### config.mk
export PLATFORM = sky130hd
export DESIGN_NAME = crc4_multiframe_align
export DESIGN_NICKNAME = d
export VERILOG_FILES = /design/src/crc4_pkg.sv /design/src/crc4_lfsr.sv /design/src/crc4_multiframe_align.sv
export VERILOG_INCLUDE_DIRS = /design/src
export SDC_FILE = /design/constraint.sdc
export NUM_CORES = 1
export LEC_CHECK = 0
export ABC_AREA = 1
export BUFFER_PORTS_ARGS = -buffer_cell sky130_fd_sc_hd__buf_2
export CAP_MARGIN = 0
export CELL_PAD_IN_SITES_DETAIL_PLACEMENT = 1
export CELL_PAD_IN_SITES_GLOBAL_PLACEMENT = 1
export CORE_MARGIN = 1
export CORE_UTILIZATION = 50
export DETAILED_ROUTE_END_ITERATION = 12
export HOLD_SLACK_MARGIN = 0.08
export MAX_ROUTING_LAYER = met4
export PLACE_DENSITY = 0.85
export RECOVER_POWER = 100
export REMOVE_ABC_BUFFERS = 1
export SLEW_MARGIN = 20
export SYNTH_ARGS = -nofsm -noshare
export SYNTH_HDL_FRONTEND = slang
export SYNTH_SLANG_ARGS = --single-unit
### constraint.sdc
create_clock -name clk_in -period 6 [get_ports clk_in]
set_input_delay 0.3 -clock clk_in [delete_from_list [all_inputs] [get_ports clk_in]]
set_output_delay 0.3 -clock clk_in [all_outputs]
set_load 0.02 [all_outputs]
### src/crc4_map.svh
`ifndef CRC4_MAP_SVH
`define CRC4_MAP_SVH

// register byte offsets
`define OFS_CTRL      8'h00
`define OFS_CMD       8'h04
`define OFS_TX_SPARE  8'h08
`define OFS_STATUS    8'h0c
`define OFS_IRQ       8'h10
`define OFS_MASK      8'h14
`define OFS_CEC       8'h18
`define OFS_TX_SA     8'h20
`define OFS_RX_SA     8'h40

// command bit positions
`define CMD_FULL_BIT  0
`define CMD_MF_BIT    1

// frame structure
`define TS0_BITS      8
`define NAT_BITS      5
`define NAT_FIRST_POS 3'h3
`define MFA_PATTERN   6'h0b
`define MFA_LAST      4'hb
`define FAS_WORD      7'h1b
`define E13_FRAME     4'hd
`define E15_FRAME     4'hf
`define LAST_FRAME    4'hf
`define LAST_POS      3'h7
`define CRC_SEED      4'h0
`define CRC_POLY      4'h3
`define SMF_SEEN_FULL 2'h2

// timing, in milliseconds, frames of FRAME_US microseconds
`define FRAME_US      125
`define SPACING_MS    2
`define SEARCH_MS     8
`define RELOAD_MS     6

`endif

### src/crc4_pkg.sv
package crc4_pkg;

  typedef struct packed {
    logic [4:0] hdlc_sa_sel;
    logic       national_bits_transparent;
    logic       alarm_bit_transparent;
    logic       si_input_transparent;
    logic       si_fifo_transparent;
    logic       full_ts0_transparent;
    logic       national_regs_en;
    logic       auto_alarm_en;
    logic       auto_ebit_en;
    logic       auto_force_resync_en;
    logic       force_crc_invert;
    logic       auto_crc_invert_en;
    logic       mf_en;
  } ctrl_t;

  typedef struct packed {
    logic [4:0] tx_national_word_bits;
    logic       tx_si_bit;
    logic       tx_remote_alarm_bit;
    logic       tx_ebit_frame15;
    logic       tx_ebit_frame13;
  } tx_spare_t;

  typedef struct packed {
    logic rx_ebit_frame15;
    logic rx_ebit_frame13;
    logic multiframe_align_lost_flag;
    logic frame_align_lost_flag;
  } status_t;

  typedef struct packed {
    logic search_window_timeout_status;
    logic multiframe_recovery_irq_status;
    logic frame_recovery_irq_status;
    logic multiframe_loss_irq_status;
    logic frame_loss_irq_status;
    logic crc_error_irq_status;
  } irq_t;

  typedef enum logic [1:0] {
    MF_IDLE,
    MF_SEARCH,
    MF_ONE,
    MF_SYNC
  } mf_state_t;

endpackage : crc4_pkg

### src/crc4_lfsr.sv
`include "crc4_map.svh"

// serial crc4 (x^4 + x + 1) over one block, restart on clear_in
module crc4_lfsr (
  input  wire logic       clk_in,
  input  wire logic       srst_in,
  input  wire logic       clear_in,
  input  wire logic       shift_in,
  input  wire logic       data_in,
  output logic      [3:0] crc_out
);

  logic [3:0] base;
  logic       feedback;
  logic [3:0] shifted;
  logic [3:0] next_crc;

  assign base     = clear_in ? `CRC_SEED : crc_out;
  assign feedback = base[3] ^ data_in;
  assign shifted  = {base[2:0], 1'b0} ^ (feedback ? `CRC_POLY : 4'h0);
  assign next_crc = shift_in ? shifted : base;

  always_ff @(posedge clk_in) begin
    if (srst_in) begin
      crc_out <= `CRC_SEED;
    end else begin
      crc_out <= next_crc;
    end
  end

endmodule : crc4_lfsr

### src/crc4_multiframe_align.sv
// Overview of operation
// - sixteen frames, two submultiframes, c bits even
// - odd frames 1..11 carry pattern 001011
// - crc4 computed over each 2048 bit submultiframe
// - e bits readable, sent from spare bits
// - automatic submultiframe error indication in e bits
// - per bit national registers, hdlc selectable
// - remote alarm bit, optional automatic generation
// - internal framing, or full ts0 from input
// - partial transparent modes pick their input bits
// - crc auto enabled, 16 bit error counter
// - crc error status gated by its mask
// - auto invert crc after received errored block
// - force invert ored with auto invert
// - frame loss sets mf loss, edge statuses
// - mf search restarts on frame recovery
// - full or multiframe only forced resync
// - check after first pattern, count only synced
// - sync after two patterns n times 2ms
// - auto force resync after 8ms without sync
// - 8ms window, 6ms after each pattern until sync, timeout
//
// The placing of the registers and register access over APB were left to the implementer.
`include "crc4_map.svh"

module crc4_multiframe_align
  import crc4_pkg::*;
#(
  parameter int CEC_WIDTH = 16
) (
  input  wire logic        clk_in,
  input  wire logic        srst_in,
  input  wire logic        psel_in,
  input  wire logic        penable_in,
  input  wire logic        pwrite_in,
  input  wire logic [7:0]  paddr_in,
  input  wire logic [31:0] pwdata_in,
  output logic      [31:0] prdata_out,
  output logic             pready_out,
  output logic             pslverr_out,
  input  wire logic        rx_bit_en_in,
  input  wire logic        rx_frame_start_in,
  input  wire logic        rx_fas_frame_in,
  input  wire logic        rx_data_in,
  input  wire logic        frame_align_lost_in,
  input  wire logic        frame_recovery_in,
  input  wire logic        tx_bit_en_in,
  input  wire logic        tx_frame_start_in,
  input  wire logic        system_tx_data_in,
  input  wire logic        hdlc_tx_data_in,
  output logic             hdlc_tx_take_out,
  output logic             tx_data_out,
  output logic             multiframe_align_lost_out,
  output logic             frame_resync_req_out
);

  localparam int SEARCH_FRAMES = `SEARCH_MS * 1000 / `FRAME_US;
  localparam int RELOAD_FRAMES = `RELOAD_MS * 1000 / `FRAME_US;
  localparam int SPACE_FRAMES  = `SPACING_MS * 1000 / `FRAME_US;
  localparam int TW = $clog2(SEARCH_FRAMES + 1);
  localparam logic [7:0] TX_SA_BASE = `OFS_TX_SA;
  localparam logic [7:0] RX_SA_BASE = `OFS_RX_SA;
  localparam logic [5:0] MFA_WORD   = `MFA_PATTERN;
  localparam logic [6:0] FAS_BITS   = `FAS_WORD;

  ctrl_t                ctrl;
  tx_spare_t            tx_spare;
  irq_t                 irq;
  logic                 crc_error_irq_mask;
  logic [CEC_WIDTH-1:0] crc_error_counter;
  logic [7:0]           tx_national_bit_regs [`NAT_BITS];
  logic [7:0]           rx_national_bit_regs [`NAT_BITS];
  logic [7:0]           rx_sa_shift [`NAT_BITS];
  mf_state_t            state;
  mf_state_t            next_state;
  logic [TW-1:0]        search_timer;
  logic [TW-1:0]        next_timer;
  logic [7:0]           rx_pos;
  logic [3:0]           rx_frame;
  logic [5:0]           mfa_shift;
  logic [3:0]           c_rx;
  logic [3:0]           crc_ref;
  logic [1:0]           smf_seen;
  logic                 rx_err_last;
  logic                 rx_ebit_frame13;
  logic                 rx_ebit_frame15;
  logic                 lfa_q;
  logic [7:0]           tx_pos;
  logic [3:0]           tx_frame;
  logic [3:0]           tx_crc_ref;
  logic                 tx_inv;

  // apb decode
  wire       setup    = psel_in & ~penable_in;
  wire       wr       = psel_in & penable_in & pwrite_in;
  wire [2:0] sa_idx   = paddr_in[4:2];
  wire       sa_ok    = (sa_idx < 3'(`NAT_BITS)) & (paddr_in[1:0] == 2'h0);
  wire       tx_sa_hit = sa_ok & (paddr_in[7:5] == TX_SA_BASE[7:5]);
  wire       rx_sa_hit = sa_ok & (paddr_in[7:5] == RX_SA_BASE[7:5]);
  wire       hit_ctrl = paddr_in == `OFS_CTRL;
  wire       hit_cmd  = paddr_in == `OFS_CMD;
  wire       hit_sp   = paddr_in == `OFS_TX_SPARE;
  wire       hit_st   = paddr_in == `OFS_STATUS;
  wire       hit_irq  = paddr_in == `OFS_IRQ;
  wire       hit_mask = paddr_in == `OFS_MASK;
  wire       hit_cec  = paddr_in == `OFS_CEC;
  wire       hit_any  = hit_ctrl | hit_cmd | hit_sp | hit_st | hit_irq |
                        hit_mask | hit_cec | tx_sa_hit | rx_sa_hit;
  wire       cmd_full = wr & hit_cmd & pwdata_in[`CMD_FULL_BIT];
  wire       cmd_mf   = wr & hit_cmd & pwdata_in[`CMD_MF_BIT];

  assign pready_out  = 1'b1;
  assign pslverr_out = psel_in & penable_in & ~hit_any;

  // receive position tracking
  wire       rs        = rx_bit_en_in;
  wire [7:0] rcur_pos  = rx_frame_start_in ? 8'h00 : 8'(rx_pos + 8'h01);
  wire [3:0] rcur_fr   = rx_frame_start_in ? 4'(rx_frame + 4'h1) : rx_frame;
  wire       r_ts0     = rcur_pos < 8'(`TS0_BITS);
  wire [2:0] r_p       = rcur_pos[2:0];
  wire       aligned   = (state == MF_ONE) | (state == MF_SYNC);
  wire       r_cpos    = r_ts0 & (r_p == 3'h0) & ~rcur_fr[0];
  wire       nfas_b1   = rs & rx_frame_start_in & ~rx_fas_frame_in;
  wire [5:0] mfa_new   = {mfa_shift[4:0], rx_data_in};
  wire       mfa_hit   = nfas_b1 & (mfa_new == `MFA_PATTERN);
  // frame counter wraps every SPACE_FRAMES, so a hit on the same slot
  // is n times 2ms after the previous one
  wire       spaced    = rcur_fr == `MFA_LAST;
  wire       smf_start = rs & rx_frame_start_in & (rcur_fr[2:0] == 3'h0);
  wire       smf_err   = smf_start & aligned & (smf_seen == `SMF_SEEN_FULL) &
                         (c_rx != crc_ref);
  wire       searching = (state == MF_SEARCH) | (state == MF_ONE);
  wire       timeout   = searching & rs & rx_frame_start_in &
                         (search_timer == TW'(1));
  wire       restart   = frame_recovery_in | cmd_mf;
  wire [3:0] rx_crc;

  crc4_lfsr u_rx_crc (
    .clk_in   (clk_in),
    .srst_in  (srst_in),
    .clear_in (smf_start),
    .shift_in (rs),
    .data_in  (r_cpos ? 1'b0 : rx_data_in),
    .crc_out  (rx_crc)
  );

  always_comb begin
    next_state = state;
    next_timer = search_timer;
    if (searching & rs & rx_frame_start_in) begin
      next_timer = TW'(search_timer - TW'(1));
    end
    case (state)
      MF_IDLE: begin
        if (~frame_align_lost_in) begin
          next_state = MF_SEARCH;
          next_timer = TW'(SEARCH_FRAMES);
        end
      end
      MF_SEARCH: begin
        if (mfa_hit) begin
          next_state = MF_ONE;
          next_timer = TW'(RELOAD_FRAMES);
        end
      end
      MF_ONE: begin
        if (mfa_hit & spaced) begin
          next_state = MF_SYNC;
        end else if (mfa_hit) begin
          next_timer = TW'(RELOAD_FRAMES);
        end
      end
      MF_SYNC: begin
        next_state = MF_SYNC;
      end
      default: begin
        next_state = MF_IDLE;
      end
    endcase
    if (timeout & next_state != MF_SYNC) begin
      next_state = MF_SEARCH;
      next_timer = TW'(SEARCH_FRAMES);
    end
    if (restart) begin
      next_state = MF_SEARCH;
      next_timer = TW'(SEARCH_FRAMES);
    end
    if (~ctrl.mf_en | frame_align_lost_in | cmd_full) begin
      next_state = MF_IDLE;
    end
  end

  wire lmfa_next = next_state != MF_SYNC;
  wire lmfa_rise = lmfa_next & ~multiframe_align_lost_out;
  wire lmfa_fall = ~lmfa_next & multiframe_align_lost_out;
  wire lfa_rise  = frame_align_lost_in & ~lfa_q;
  wire resync    = cmd_full | (timeout & ctrl.auto_force_resync_en);

  irq_t irq_set;
  assign irq_set = '{
    search_window_timeout_status:   timeout,
    multiframe_recovery_irq_status: lmfa_fall,
    frame_recovery_irq_status:      frame_recovery_in,
    multiframe_loss_irq_status:     lmfa_rise,
    frame_loss_irq_status:          lfa_rise,
    crc_error_irq_status:           smf_err & crc_error_irq_mask
  };
  wire [5:0] irq_clr = (wr & hit_irq) ? pwdata_in[5:0] : 6'h00;
  wire       cec_inc = smf_err & (state == MF_SYNC);

  always_ff @(posedge clk_in) begin
    if (srst_in) begin
      state                     <= MF_IDLE;
      search_timer              <= '0;
      multiframe_align_lost_out <= 1'b1;
      frame_resync_req_out      <= 1'b0;
      lfa_q                     <= 1'b0;
      irq                       <= '0;
    end else begin
      state                     <= next_state;
      search_timer              <= next_timer;
      multiframe_align_lost_out <= lmfa_next;
      frame_resync_req_out      <= resync;
      lfa_q                     <= frame_align_lost_in;
      irq                       <= (irq & ~irq_clr) | irq_set;
    end
  end

  // receive crc check and spare bits
  always_ff @(posedge clk_in) begin
    if (srst_in) begin
      rx_pos      <= '0;
      rx_frame    <= '0;
      mfa_shift   <= '0;
      c_rx        <= '0;
      crc_ref     <= '0;
      smf_seen    <= '0;
      rx_err_last <= 1'b0;
    end else if (rs) begin
      rx_pos   <= rcur_pos;
      rx_frame <= (mfa_hit & state != MF_SYNC) ? `MFA_LAST : rcur_fr;
      if (nfas_b1) begin
        mfa_shift <= mfa_new;
      end
      if (r_cpos) begin
        c_rx <= {c_rx[2:0], rx_data_in};
      end
      if (mfa_hit & state != MF_SYNC) begin
        smf_seen <= '0;
      end else if (smf_start) begin
        crc_ref     <= rx_crc;
        rx_err_last <= smf_err;
        if (smf_seen != `SMF_SEEN_FULL) begin
          smf_seen <= 2'(smf_seen + 2'h1);
        end
      end
    end
  end

  wire e_slot = rs & aligned & r_ts0 & (r_p == 3'h0);

  always_ff @(posedge clk_in) begin
    if (srst_in) begin
      rx_ebit_frame13 <= 1'b1;
      rx_ebit_frame15 <= 1'b1;
    end else begin
      if (e_slot & rcur_fr == `E13_FRAME) begin
        rx_ebit_frame13 <= rx_data_in;
      end
      if (e_slot & rcur_fr == `E15_FRAME) begin
        rx_ebit_frame15 <= rx_data_in;
      end
    end
  end

  // transmit position and crc
  wire       ts        = tx_bit_en_in;
  wire [7:0] tcur_pos  = tx_frame_start_in ? 8'h00 : 8'(tx_pos + 8'h01);
  wire [3:0] tf        = tx_frame_start_in ? 4'(tx_frame + 4'h1) : tx_frame;
  wire       t_ts0     = tcur_pos < 8'(`TS0_BITS);
  wire [2:0] tp        = tcur_pos[2:0];
  wire       t_cpos    = t_ts0 & (tp == 3'h0) & ~tf[0];
  wire       tx_smf    = ts & tx_frame_start_in & (tf[2:0] == 3'h0);
  wire [3:0] tx_crc;
  wire [3:0] cref_eff  = tx_smf ? tx_crc : tx_crc_ref;
  wire       inv_new   = ctrl.force_crc_invert |
                         (ctrl.auto_crc_invert_en & rx_err_last);
  wire       inv_eff   = tx_smf ? inv_new : tx_inv;
  wire       cbit      = cref_eff[2'h3 - tf[2:1]] ^ inv_eff;
  wire       auto_e    = ctrl.auto_ebit_en | ctrl.si_fifo_transparent;
  wire       e13       = auto_e ? ~rx_err_last : tx_spare.tx_ebit_frame13;
  wire       e15       = auto_e ? ~rx_err_last : tx_spare.tx_ebit_frame15;
  wire       a_bit     = ctrl.auto_alarm_en ? frame_align_lost_in :
                         tx_spare.tx_remote_alarm_bit;
  wire [2:0] sa_k      = 3'(tp - `NAT_FIRST_POS);
  wire [4:0] sa_src;
  wire [4:0] hdlc_use;

  genvar k;
  generate
    for (k = 0; k < `NAT_BITS; k++) begin : g_nat
      assign sa_src[k] = ctrl.hdlc_sa_sel[k] ? hdlc_tx_data_in :
                         ctrl.national_regs_en ?
                         tx_national_bit_regs[k][3'h7 - tf[3:1]] :
                         tx_spare.tx_national_word_bits[k];
      assign hdlc_use[k] = ctrl.hdlc_sa_sel[k] & (sa_k == 3'(k));

      // receive national bits, latched once per multiframe
      always_ff @(posedge clk_in) begin
        if (srst_in) begin
          rx_sa_shift[k]          <= '0;
          rx_national_bit_regs[k] <= '0;
        end else if (rs & aligned & r_ts0 & rcur_fr[0] &
                     r_p == 3'(`NAT_FIRST_POS + 3'(k))) begin
          rx_sa_shift[k] <= {rx_sa_shift[k][6:0], rx_data_in};
          if (rcur_fr == `LAST_FRAME) begin
            rx_national_bit_regs[k] <= {rx_sa_shift[k][6:0], rx_data_in};
          end
        end
      end
    end
  endgenerate

  logic int_bit;
  logic tx_next;
  logic sa_slot;

  always_comb begin
    sa_slot = 1'b0;
    int_bit = system_tx_data_in;
    if (tp == 3'h0) begin
      if (~tf[0]) begin
        int_bit = ctrl.mf_en ? cbit : tx_spare.tx_si_bit;
      end else if (~ctrl.mf_en) begin
        int_bit = tx_spare.tx_si_bit;
      end else if (tf == `E13_FRAME) begin
        int_bit = ctrl.si_input_transparent ? system_tx_data_in : e13;
      end else if (tf == `E15_FRAME) begin
        int_bit = ctrl.si_input_transparent ? system_tx_data_in : e15;
      end else begin
        int_bit = MFA_WORD[3'h5 - tf[3:1]];
      end
    end else if (~tf[0]) begin
      int_bit = FAS_BITS[3'h7 - tp];
    end else if (tp == 3'h1) begin
      int_bit = 1'b1;
    end else if (tp == 3'h2) begin
      int_bit = ctrl.alarm_bit_transparent ? system_tx_data_in : a_bit;
    end else begin
      sa_slot = ~ctrl.national_bits_transparent;
      int_bit = ctrl.national_bits_transparent ? system_tx_data_in :
                sa_src[sa_k];
    end
    tx_next = (t_ts0 & ~ctrl.full_ts0_transparent) ? int_bit :
              system_tx_data_in;
  end

  assign hdlc_tx_take_out = ts & t_ts0 & tf[0] & sa_slot &
                            ~ctrl.full_ts0_transparent & (|hdlc_use);

  crc4_lfsr u_tx_crc (
    .clk_in   (clk_in),
    .srst_in  (srst_in),
    .clear_in (tx_smf),
    .shift_in (ts),
    .data_in  (t_cpos ? 1'b0 : tx_next),
    .crc_out  (tx_crc)
  );

  always_ff @(posedge clk_in) begin
    if (srst_in) begin
      tx_pos      <= '0;
      tx_frame    <= `LAST_FRAME;
      tx_crc_ref  <= '0;
      tx_inv      <= 1'b0;
      tx_data_out <= 1'b1;
    end else if (ts) begin
      tx_pos      <= tcur_pos;
      tx_frame    <= tf;
      tx_data_out <= tx_next;
      if (tx_smf) begin
        tx_crc_ref <= tx_crc;
        tx_inv     <= inv_new;
      end
    end
  end

  // register file
  always_ff @(posedge clk_in) begin
    if (srst_in) begin
      ctrl               <= '0;
      tx_spare           <= '1;
      crc_error_irq_mask <= 1'b0;
      crc_error_counter  <= '0;
    end else begin
      if (wr & hit_ctrl) begin
        ctrl <= ctrl_t'(pwdata_in[$bits(ctrl_t)-1:0]);
      end
      if (wr & hit_sp) begin
        tx_spare <= tx_spare_t'(pwdata_in[$bits(tx_spare_t)-1:0]);
      end
      if (wr & hit_mask) begin
        crc_error_irq_mask <= pwdata_in[0];
      end
      if (cec_inc) begin
        crc_error_counter <= (wr & hit_cec) ? CEC_WIDTH'(1) :
                             CEC_WIDTH'(crc_error_counter + 1'b1);
      end else if (wr & hit_cec) begin
        crc_error_counter <= '0;
      end
    end
  end

  always_ff @(posedge clk_in) begin
    if (srst_in) begin
      for (int i = 0; i < `NAT_BITS; i++) begin
        tx_national_bit_regs[i] <= '1;
      end
    end else if (wr & tx_sa_hit) begin
      tx_national_bit_regs[sa_idx] <= pwdata_in[7:0];
    end
  end

  status_t status;
  assign status = '{
    rx_ebit_frame15:            rx_ebit_frame15,
    rx_ebit_frame13:            rx_ebit_frame13,
    multiframe_align_lost_flag: multiframe_align_lost_out,
    frame_align_lost_flag:      frame_align_lost_in
  };

  wire [31:0] rd_data =
    hit_ctrl  ? 32'(ctrl) :
    hit_sp    ? 32'(tx_spare) :
    hit_st    ? 32'(status) :
    hit_irq   ? 32'(irq) :
    hit_mask  ? 32'(crc_error_irq_mask) :
    hit_cec   ? 32'(crc_error_counter) :
    tx_sa_hit ? 32'(tx_national_bit_regs[sa_idx]) :
    rx_sa_hit ? 32'(rx_national_bit_regs[sa_idx]) : 32'h0000_0000;

  always_ff @(posedge clk_in) begin
    if (srst_in) begin
      prdata_out <= '0;
    end else if (setup) begin
      prdata_out <= rd_data;
    end
  end

endmodule : crc4_multiframe_align

==> metrics.md <==
| Metric | Value |
|---|---|
| Status | complete, but fails checks |
| Failing checks | DRC, capacitance limit, slew limit |
| PD cells | 283.5 nW/um^2 |
| Nets | 1748 |
| CTS buffer count | 30 |
| Post-synth EDFFs | 139 |
| Fmax | 219.2 MHz |
| N_diodes | 0 |
| Post-Synthesis Cell Area | 13440 sq um |
| Port-buffer cells | 61 |
| CTS Buffer Depth | 3 |
| Final hold violations | 0 |
| Final setup TNS | 0 ns |
| Reg-to-reg startpoint | tx_frame[0]$_SDFFE_PP1P_ |
| Gate power share | 9.5% |
| Post-route DRC violation count | 4 |
| Clk root buf | clkbuf_16 |
| Vias in the first global route | 11980 |
| Crit path largest cell delay | 1.61 ns |
| Clk sinks | 273 |
| Boundary pin count | 93 |
| CTS tree | built |
| Post-synth ARST share | 0% |
| RSZ-0062 raised after global routing | false |
| First-pass GRT wire length | 62.80 mm |
| Min-Delay Endpoint | irq[3]$_SDFF_PP0_ |
| Largest net degree at the start of global routing | 51 |
| Hold Crit Class | input pin to flip-flop |
| Setup crit start kind | input pin |
| Synth cell types | 56 |
| Worst vdd ir | 0.2503 mV |
| Initial cell density of the core | 51.27% |
| Iter 0 DRT Violations | 849 |
| LEAKAGE | 6.073 nW |
| Die Footprint | 27530 sq um |
| Sequential Power Share | 48.8% |
| R2R Setup Slk | 2.29 ns |
| Met1 Track Usage GR | 34.09% |
| Vias/cell | 5.708 |
| Critical R2R Capture | u_tx_crc.crc_out[1]$_SDFF_PP0_ |
| Slew Viols, Final | 94 |
| Dpl hpwl | 27.23 mm |
| Cell Count Post-Placement | 1958 |
| Htree depth | 1 |
| Fin crit share | 76.03% |
| HP Start | frame_recovery_in |
| Fin crit period | 4.562 ns |
| Syn-to-layout area delta | 11.46% |
| Synth Instances | 1585 |
| Clock-pin slew on the worst setup and hold paths | 0.06 ns |
| Die Wd | 165.9 um |
| Sw Share | 25.48% |
| Hold Slack | 0.1023 ns |
| Hold-critical path depth | 3 |
| CP max FO | 50 |
| Seq/Total Area, Yosys | 51.03% |
| Pre-Repair DR Iteration Count | 10 |
| Worst Tran Pin Value | 2.290 ns |
| Finished Layout Cells | 2030 |
| Worst path cell trace | buf_2 > clkbuf_1 > inv_1 > buf_4 > o21ai_0 |
| Synth Warn # | 0 |
| Commonest non-fill, non-tap cell in the layout | nand2_1 |
| Final Skew | 0.01986 ns |
| Layout cells sized above 1 | 7.316% |
| CP endpoint kind | flip-flop |
| Synthesized flop and latch total | 273 |
| Core Rows | 59 |
| Crit path kind | input pin to flip-flop |
| Overall Global Routing Usage | 29.40% |
| Highest-delay cell along the critical path | clkbuf_1 |
| Syn Area/Cell | 8.477 sq um |
| Reg2Reg Depth | 21 |
| Busiest grt layer | met2 |
| Post-DP Area | 14000 sq um |
| Vias | 11590 |
| Worst path required time | 6.18 ns |
| Post-route cell area | 14980 sq um |
| GRT overflow | 0 |
| Met3 global-route usage | 2.836% |
| Max_cap viols | 2 |
| Internal | 3.163 mW |
| Routed wire per std cell | 19.25 um |
| Switching power | 1.082 mW |
| Worst slew margin | -52.67% |
| Core area | 26210 sq um |
| Clock share of power | 41.7% |
| Die height | 165.9 um |
| Commonest cells after routing, fill and taps aside | nand2_1 (277), inv_1 (220), nor2_1 (159) |
| Total wire length | 39.08 mm |
| Routed Antenna Nets | 0 |
| Postcts setup bufs | 0 |
| Clock latency on the worst-skew pair | 0.57 ns |
| Top FF cell, synth | edfxtp_1 |
| PnR Total Power | 4.245 mW |
| RD Place Congestion | 0.8894 |
| Setup-failing EPs final | 0 |
| Initial antenna violation count | 0 |
| Met2 usage | 52.72% |
| Arr. time, crit path | 4.74 ns |
## worst max-delay path by stage
stage	startpoint	end	depth (start not counted)
after floorplan	rx_pos[0]$_SDFFE_PP0P_	rx_national_bit_regs[1][0]$_SDFFCE_PN0P_	15
after global placement	paddr_in[3]	tx_national_bit_regs[0][2]$_SDFFCE_PN1P_	8
after detailed placement	rx_pos[0]$_SDFFE_PP0P_	rx_national_bit_regs[1][4]$_SDFFCE_PN0P_	15
after CTS	rx_pos[0]$_SDFFE_PP0P_	rx_national_bit_regs[1][7]$_SDFFCE_PN0P_	15
after global routing	srst_in	rx_national_bit_regs[2][6]$_SDFFCE_PN0P_	5
final	srst_in	rx_national_bit_regs[3][0]$_SDFFCE_PN0P_	5
## logic make-up after synthesis
group	after synthesis	share of synthesized area, %
xor gates and xnor gates	16	1.043
and+or+nand+nor	613	21.22
buffers and inverters	301	9.210
adders and majority gates	21	1.956
AOI/OAI and AO/OA	359	15.48
other	2	0.05590
DFF	273	51.03
## final cells by class
class                           count  area (sq um)
Clock buffer                       42         840.8
Timing Repair Buffer               84         471.7
Clock inverter                     13         100.1
Tap cell                          335         419.2
Sequential cell                   273          6857
Multi-Input combinational cell   1049          5401
Inverter                          234         885.9
Fill cell                        3168         11230
## layer usage
metal  wire [um]  up-vias
met1       15970     5717
met4        1414        0
li1            -     5483
met5           0        -
met3        1636      101
met2       20060      287
## what timing repair did
action	CTS	global route
endpoints found under the hold margin	34	0
hold buffers	17	0
gates resized for setup	0	0
setup endpoints to repair	0	0
## per-stage QoR
step	setup WS (ns)	utilization [%]
finish	1.438	57.14
global route	1.212	57.14
CTS	2.347	57.66
detailed placement	2.400	53.42
global placement	2.678	53.42
floorplan	3.128	-
## flip-flops by register name, indices dropped and copies added (netlist names), 5 cells and up
signal	count
mfa_shift	5
ctrl	17
rx_pos	8
tx_pos	8
rx_national_bit_regs	40
crc_error_counter	16
search_timer	7
prdata_out	17
tx_spare	9
tx_national_bit_regs	64
irq	6
rx_sa_shift	35
## cells in the mapped netlist (8+ instances only)
cell | number | area, sq um
nand2_1 | 271 | 1017
inv_1 | 219 | 822.0
nor2_1 | 159 | 596.8
edfxtp_1 | 139 | 4174
dfxtp_1 | 134 | 2683
a21oi_1 | 119 | 595.6
o21ai_0 | 113 | 565.5
nand3_1 | 81 | 405.4
clkbuf_1 | 38 | 142.6
o211ai_1 | 38 | 285.3
o22ai_1 | 38 | 237.7
nor3_1 | 27 | 135.1
buf_4 | 21 | 157.7
ha_1 | 21 | 262.8
nand2_2 | 14 | 87.58
o221ai_1 | 12 | 105.1
nand4_1 | 11 | 68.82
nor3_2 | 10 | 100.1
xnor2_1 | 9 | 78.83
inv_2 | 8 | 30.03
## power groups by stage
stage / combinational (mW) / clock, mW / sequential (mW)
3_3_place_gp: 0.378 / 0 / 2.11
5_1_grt: 0.449 / 1.86 / 2.08
6_report: 0.405 / 1.77 / 2.07
4_1_cts: 0.407 / 1.79 / 2.07
2_1_floorplan: 0.257 / 0 / 2.10
3_5_place_dp: 0.394 / 0 / 2.11
## worst max-delay path: cells and delay by family
kind                   cells  cell delay, ns
AO/OA/AOI/OAI              1            0.52
buffers and inverters      4            3.86
Power figures use the tool's default switching activity.
